File: src/hw/sleep_ctl_defines.svh
// Purpose: constants for the sleep-mode control block
// Assumes: 100 MHz clock
// Notes: cycle figures are counted on rising clock edges
`ifndef SLEEP_CTL_DEFINES_SVH
`define SLEEP_CTL_DEFINES_SVH
`define SLEEP_ENTRY_CYCLES 2
`define SLEEP_EXIT_CYCLES 2
`define SLEEP_SETTLE_CYCLES 2
`define SLEEP_CNT_W 2
`endif

File: src/hw/sleep_ctl_pkg.sv
// Purpose: types for the sleep-mode control block
// Assumes: nothing
// Notes: constants live in the defines header
package sleep_ctl_pkg;
   typedef enum logic [1:0] {st_awake, st_entering, st_asleep, st_waking} sleep_state_e;
   typedef enum logic [1:0] {op_none, op_read, op_write} bus_op_e;
endpackage

File: src/hw/sleep_sync.sv
// Purpose: two-flop synchroniser for the asynchronous sleep request
// Assumes: single clock domain on the output side
// Notes: first stage feeds only the second stage
`timescale 1ns/100ps
module sleep_sync (
   // clock, reset and enable
   input wire logic clk,
   input wire logic reset_n,
   input wire logic clk_en,
   // level in and out
   input wire logic async_in,
   output logic sync_out
);
   typedef struct packed {
      logic meta;
      logic sync;
   } sync_s;
   sync_s s_q;
   sync_s s_d;

   // next stage values
   always_comb begin
      s_d = s_q;
      s_d.meta = async_in;
      s_d.sync = s_q.meta;
   end

   // registered stages, frozen while the enable is low
   always_ff @(posedge clk) begin
      if (!reset_n) begin
         s_q <= '0;
      end else if (clk_en) begin
         s_q <= s_d;
      end
   end

   assign sync_out = s_q.sync;
endmodule

File: src/hw/sleep_ctl.sv
// Purpose: sleep entry/exit and cycle qualification of a pipelined burst SRAM
// Assumes: host keeps its own obligations; inputs other than the sleep request synchronous to clk
// Notes: sleep request is synchronised, then entry/exit counted on clk
//        bus decode runs only while awake; data drive enable is registered
//        burst continue after a deselect raises neither burst_continue nor deselect
// Functional notes
// RL1 - sleep request asynchronous, active high
// RL2 - asleep means deselected, no array access
// RL3 - sleep lasts while request held high
// RL4 - asleep ignores inputs, outputs high-Z
// RL5 - stop honouring inputs within two cycles
// RL6 - resume sampling two cycles after fall
// RL7 - full low power within two cycles
// RL8 - pending access not guaranteed on entry
// RL9 - host finishes accesses before raising request
// RL10 - host issues deselect/read while waking
// RL11 - host gives valid selects when advance low
// RL12 - write on we low, read on high
// RL13 - result also gated by sleep, output enable
// RL14 - continue-deselect only after a deselect
// RL15 - delays counted on clk after synchronising
`timescale 1ns/100ps
`include "sleep_ctl_defines.svh"
module sleep_ctl #(
   parameter int ENTRY_CYCLES = `SLEEP_ENTRY_CYCLES,
   parameter int EXIT_CYCLES = `SLEEP_EXIT_CYCLES
) (
   // clock, reset, enable
   input wire logic clk,
   input wire logic reset_n,
   input wire logic clk_en,
   // sleep and output control
   input wire logic sleep_request,
   input wire logic output_enable_n,
   // bus cycle inputs
   input wire logic chip_select1_n,
   input wire logic chip_select2,
   input wire logic chip_select3_n,
   input wire logic address_advance,
   input wire logic write_enable_n,
   // cycle qualification
   output logic read_start,
   output logic write_start,
   output logic burst_continue,
   output logic deselect,
   output logic selected,
   // power and output state
   output logic in_sleep,
   output logic inputs_enabled,
   output logic data_out_en,
   output logic sleep_state_entered
);
   localparam logic [`SLEEP_CNT_W-1:0] ENTRY_LAST = (`SLEEP_CNT_W)'(ENTRY_CYCLES - 1);
   localparam logic [`SLEEP_CNT_W-1:0] EXIT_LAST = (`SLEEP_CNT_W)'(EXIT_CYCLES - 1);

   // latency budget, counted in enabled clock edges:
   // two edges go to the synchroniser before the state machine sees a change,
   // then ENTRY_CYCLES edges of entering before full sleep is reported,
   // or EXIT_CYCLES edges of waking before inputs are honoured again;
   // a host that needs a bound from the pin must add the synchroniser edges
   // limitation: a request pulse shorter than one enabled edge may be missed

   typedef struct packed {
      // sequencing
      sleep_ctl_pkg::sleep_state_e st;
      logic [`SLEEP_CNT_W-1:0] cnt;
      // one-cycle cycle-start pulses
      logic read_start;
      logic write_start;
      logic burst_continue;
      logic deselect;
      // pipeline memory of the last new cycle
      logic selected;
      logic read_pipe;
      // power and output status
      logic in_sleep;
      logic inputs_enabled;
      logic data_out_en;
      logic entered;
   } ctl_s;
   ctl_s s_q;
   ctl_s s_d;
   // entry and exit are counted from this synchronised level
   logic req_sync;

   // chip selects qualify a new cycle only when all three agree
   // active levels: first and third low, second high
   function automatic logic sel_ok(input logic cs1_n, input logic cs2, input logic cs3_n);
      sel_ok = !cs1_n && cs2 && !cs3_n;
   endfunction

   // RL1 RL15 synchronise request
   // two flops; nothing but the second stage is read
   sleep_sync u_sync (
      .clk(clk),
      .reset_n(reset_n),
      .clk_en(clk_en),
      .async_in(sleep_request),
      .sync_out(req_sync)
   );

   // sleep sequencing and cycle decode
   always_comb begin
      logic honour;
      logic sel;
      honour = 1'b0;
      sel = 1'b0;
      s_d = s_q;
      s_d.read_start = 1'b0;
      s_d.write_start = 1'b0;
      s_d.burst_continue = 1'b0;
      s_d.deselect = 1'b0;
      // state walk: awake -> entering -> asleep -> waking -> awake;
      // a request change during entering or waking turns the walk around,
      // so a short low pulse never lets the bus in half awake
      case (s_q.st)
         sleep_ctl_pkg::st_awake: begin
            honour = 1'b1;
            // RL5 RL7 start entry count
            if (req_sync) begin
               s_d.st = sleep_ctl_pkg::st_entering;
               s_d.cnt = '0;
            end
         end
         sleep_ctl_pkg::st_entering: begin
            // synchroniser latency already consumes the entry budget
            honour = 1'b0;
            // a falling request aborts entry into waking
            if (!req_sync) begin
               s_d.st = sleep_ctl_pkg::st_waking;
               s_d.cnt = '0;
            end else if (s_q.cnt >= ENTRY_LAST) begin
               s_d.st = sleep_ctl_pkg::st_asleep;
            end else begin
               s_d.cnt = s_q.cnt + 1'b1;
            end
         end
         sleep_ctl_pkg::st_asleep: begin
            // RL3 hold while high
            // RL2 deselected: nothing decoded here
            if (!req_sync) begin
               s_d.st = sleep_ctl_pkg::st_waking;
               s_d.cnt = '0;
            end
         end
         sleep_ctl_pkg::st_waking: begin
            // RL6 resume after count
            // a new rise restarts entry from the beginning
            if (req_sync) begin
               s_d.st = sleep_ctl_pkg::st_entering;
               s_d.cnt = '0;
            end else if (s_q.cnt >= EXIT_LAST) begin
               s_d.st = sleep_ctl_pkg::st_awake;
            end else begin
               s_d.cnt = s_q.cnt + 1'b1;
            end
         end
         // unreachable codes fall back to awake
         default: begin
            s_d.st = sleep_ctl_pkg::st_awake;
            s_d.cnt = '0;
         end
      endcase

      // RL4 RL2 ignore inputs asleep
      if (honour) begin
         sel = sel_ok(chip_select1_n, chip_select2, chip_select3_n);
         if (!address_advance) begin
            // RL12 start read or write
            s_d.read_start = sel && write_enable_n;
            s_d.write_start = sel && !write_enable_n;
            s_d.deselect = !sel;
            s_d.selected = sel;
            s_d.read_pipe = sel && write_enable_n;
         end else begin
            // burst continues the previous cycle; after a deselect this is continue-deselect
            s_d.burst_continue = s_q.selected;
         end
      end else begin
         // RL8 pending access dropped
         s_d.selected = 1'b0;
         s_d.read_pipe = 1'b0;
      end

      // RL13 final gating, registered with the pipe
      // drive needs a read in the pipe, output enable low and no request
      // the output enable is sampled, so its effect lags one clock
      s_d.in_sleep = (s_d.st == sleep_ctl_pkg::st_asleep);
      s_d.entered = s_d.in_sleep && !s_q.in_sleep;
      s_d.inputs_enabled = (s_d.st == sleep_ctl_pkg::st_awake);
      s_d.data_out_en = s_d.read_pipe && !output_enable_n && !req_sync &&
                        (s_d.st == sleep_ctl_pkg::st_awake);
   end

   // state register; clock enable freezes everything
   // reset leaves the block awake with inputs honoured, as after power-up
   // with the request low
   always_ff @(posedge clk) begin
      if (!reset_n) begin
         s_q <= '{st: sleep_ctl_pkg::st_awake, inputs_enabled: 1'b1, default: '0};
      end else if (clk_en) begin
         s_q <= s_d;
      end
   end

   // outputs straight from flops
   // cycle-start pulses, one cycle each
   assign read_start = s_q.read_start;
   assign write_start = s_q.write_start;
   assign burst_continue = s_q.burst_continue;
   assign deselect = s_q.deselect;

   // level held between cycles
   assign selected = s_q.selected;

   // power status
   assign in_sleep = s_q.in_sleep;
   assign inputs_enabled = s_q.inputs_enabled;

   // output drive and entry mark
   assign data_out_en = s_q.data_out_en;
   assign sleep_state_entered = s_q.entered;
endmodule

File: config.mk
export PLATFORM = sky130hd
export DESIGN_NAME = sleep_ctl
export DESIGN_NICKNAME = d
export VERILOG_FILES = /design/src/hw/sleep_ctl_pkg.sv /design/src/hw/sleep_sync.sv /design/src/hw/sleep_ctl.sv
export VERILOG_INCLUDE_DIRS = /design/src /design/src/hw
export SDC_FILE = /design/constraint.sdc
export NUM_CORES = 1
export LEC_CHECK = 0
export ABC_AREA = 1
export BUFFER_PORTS_ARGS = -buffer_cell sky130_fd_sc_hd__buf_2
export CORE_MARGIN = 2
export CORE_UTILIZATION = 40
export DETAILED_ROUTE_END_ITERATION = 16
export GPL_TIMING_DRIVEN = 0
export PLACE_DENSITY = 0.66
export SLEW_MARGIN = 25
export SYNTH_ARGS = -nofsm -noshare
export SYNTH_HDL_FRONTEND = slang
export SYNTH_SLANG_ARGS = --single-unit
File: constraint.sdc
create_clock -name clk -period 1.06 [get_ports clk]
set_input_delay 0.159 -clock clk [delete_from_list [all_inputs] [get_ports clk]]
set_output_delay 0.159 -clock clk [all_outputs]
set_load 0.02 [all_outputs]
==> results.sh <==
export IMPL_place_congestion=0.7465
export IMPL_die_h_um=48.81
export IMPL_failed_checks="setup timing"
export IMPL_fillers=205
export IMPL_core_um2=1922
export IMPL_drc_errors=0
export IMPL_cts_hold_buf=0
export IMPL_rsz0062_at_grt="yes"
export IMPL_grt_remaining_overflow=0
export IMPL_slew_violations=0
export IMPL_place_area_um2=939.7
export IMPL_peakVddDrop_mv=1.032
export IMPL_finalSetupViolCount=11
export IMPL_yosysWarnings=0
export IMPL_ios=19
export IMPL_cp_start_kind="flop"
export IMPL_numCtsBuffers=3
export IMPL_top_register="s_q"
export IMPL_yosys_top_cells_area="dfxtp_1 40%, nand2_1 12%, a21oi_1 7.5%"
export IMPL_cp_required_ns=1.22
export IMPL_maxCapViolations=0
export IMPL_fin_ws_ns=-0.09737
export IMPL_max_stage_delay_ns=0.34
export IMPL_leakage_nw=0.4811
export IMPL_yosys_register_bits=16
export IMPL_crit_path_frequent_cell="nand2_4"
export IMPL_syn_area_um2=803.3
export IMPL_antenna_found_initial=0
export IMPL_h_tree_depth=1
export IMPL_status="complete, but fails checks"
export IMPL_yosysTopAreaCell="dfxtp_1"
export IMPL_dieArea_um2=2382
export IMPL_antenna_left=0
export IMPL_place_detailed_hpwl_um=1270
export IMPL_routedWlPerCell_um=10.70
export IMPL_ys_types=20
export IMPL_powerDensity_nw_per_um2=1284
export IMPL_tightest_slew_ns=0.4902
export IMPL_cts_sinks=16
export IMPL_antenna_cells=0
export IMPL_layout_nets=151
export IMPL_final_setup_tns_ns=-0.6108
export IMPL_min_period_ns=1.157
export IMPL_fin_worst_skew_ns=0.007559
export IMPL_dr_first_iter_drc_count=17
export IMPL_fp_dieW_um=48.81
export IMPL_synth_top_area_share=0.3988
export IMPL_largest_reg_flops=5
export IMPL_clock_path_buffers=2
export IMPL_start_util=0.4180
export IMPL_avgSynthCellArea_um2=7.172
export IMPL_yosysSeqAreaShare=0.3988
export IMPL_num_vias=778
export IMPL_crit_chain="buf_6 -> inv_4 -> nand2_4 -> nand2_4 -> a21oi_2 -> o21a_1 -> nor2_1"
export IMPL_grt_usage=0.1674
export IMPL_hold_viol_final=0
export IMPL_critPathMaxFanout=7
export IMPL_cts_root_buf="clkbuf_4"
export IMPL_period_share=1.092
export IMPL_totalWireLength_um=1766
export IMPL_grt_pass1_wl_um=3077
export IMPL_min_path_type="in2reg"
export IMPL_critPathKind="reg2reg"
export IMPL_finalInstanceArea_um2=1079
export IMPL_avgViaCountPerCell=4.715
export IMPL_firstDrtPassIters=4
export IMPL_clk_latency_ns=0.29
export IMPL_max_clock_freq_mhz=864.0
export IMPL_clk_pin_slew_ns=0.10
export IMPL_cp_end_kind="flop"
export IMPL_drive_gt1_frac=0.4420
export IMPL_grt_pass1_vias=739
export IMPL_arrival_ns=1.32
export IMPL_grt_max_degree=11
export IMPL_rows=16
export IMPL_area_growth_pct=34.27
export IMPL_synth_cells=112
export IMPL_relSlewSlack=0.6732
export IMPL_port_buffers=17
export IMPL_crit_slowest_cell="dfxtp_2"
export IMPL_holdWs_ns=0.09848
export IMPL_cts_tree="yes"
export IMPL_synth_nets=124
## Yosys cell counts
cell / number
a21oi_1: 12
a21oi_2: 2
a22oi_1: 1
buf_2: 2
buf_6: 1
clkbuf_1: 1
dfxtp_1: 16
ha_1: 2
inv_1: 13
inv_2: 2
nand2_1: 25
nand2_2: 3
nand3_1: 6
nand3_2: 1
nand4_1: 3
nor2_1: 11
nor2_2: 2
nor2_4: 3
o21a_1: 1
o21ai_0: 5
## per-stage QoR
step | cells | setup slack [ns] | total power [mW] | utilization
floorplan | 112 | -0.01603 | 0.8562 | -
detailed placement | 156 | -0.1348 | 0.9246 | 0.4889
global route | 165 | -0.1704 | 1.482 | 0.5612
global placement | 156 | -0.1122 | 0.9156 | 0.4889
finish | 165 | -0.09737 | 1.385 | 0.5612
CTS | 164 | -0.1014 | 1.370 | 0.5410
## cells in the final DEF (no fill, tap or decap)
master	count
nand3_2	1
ha_1	1
buf_4	4
inv_1	7
o21ai_0	5
buf_2	19
nand2_2	4
o21a_1	1
nand3_1	5
clkbuf_4	3
inv_4	1
nor2_4	4
inv_2	7
buf_6	2
nor2_1	11
a21oi_4	1
nor2_2	1
nand2_1	22
dfxtp_2	4
dfxtp_4	1
nand4_1	3
a21oi_2	3
clkbuf_1	1
dfxtp_1	11
ha_4	1
a21oi_1	10
clkbuf_8	1
a22oi_2	1
nand2_4	2
nand3_4	1
## report_power, final
group          switching, mW  internal, mW  leakage [nW]  total, mW
logic                  0.192         0.133         0.327      0.325
registers             0.0218         0.631         0.133      0.653
clock network          0.198         0.209        0.0210      0.407
## worst max-delay path: cells and delay by family (launching register included)
family	cells	cell delay [ns]
AOI/OAI and AO/OA	2	0.33
buffers and inverters	2	0.19
and+or+nand+nor	3	0.18
DFF	1	0.34
## timing repair
item	CTS	global route
resized for setup	14	8
pin swaps	12	3
buffers inserted	4	1
endpoints found under the setup margin	13	13
## area by class of cell
type / instances / area (um^2) / share of cell area
plain buffers: 4 / 25.02 / 0.02320
clock buffers: 4 / 36.28 / 0.03364
inverters: 15 / 58.81 / 0.05452
multi-input cells: 77 / 469.2 / 0.4350
flip-flops and latches: 16 / 329.1 / 0.3051
well taps: 27 / 33.78 / 0.03132
repair buffers: 22 / 126.4 / 0.1172
## path summary, 6_finish.rpt
path,slack [ns],to,from,cells after the start
hold / removal,0.1,u_sync.s_d[0]$_SDFFE_PN0P_,sleep_request,3
hold reg to reg,0.46,sleep_state_entered$_SDFFE_PN0P_,sleep_state_entered$_SDFFE_PN0P_,2
setup reg to reg,-0.1,s_q[10]$_SDFFE_PN0P_,s_q[13]$_SDFFE_PN0P_,7
setup / recovery,-0.1,s_q[10]$_SDFFE_PN0P_,s_q[13]$_SDFFE_PN0P_,7
## cells by family (layout without fill, tap and decap cells)
kind of cell,after synthesis,after routing,synth area share
fa+ha+maj,2,2,0.03115
buf+inv,19,45,0.1012
simple gates,54,54,0.3224
compound gates,21,21,0.1464
flops,16,16,0.3988
## layer usage
metal	share of wire	routed length [um]	vias up	track usage
li1	-	-	406	-
met1	0.45	790	346	0.1908
met2	0.50	879	22	0.2991
met3	0.042	74	4	0.03681
met4	0.012	21	0	0.07143
met5	0	0	-	0
Power figures use the tool's default switching activity.
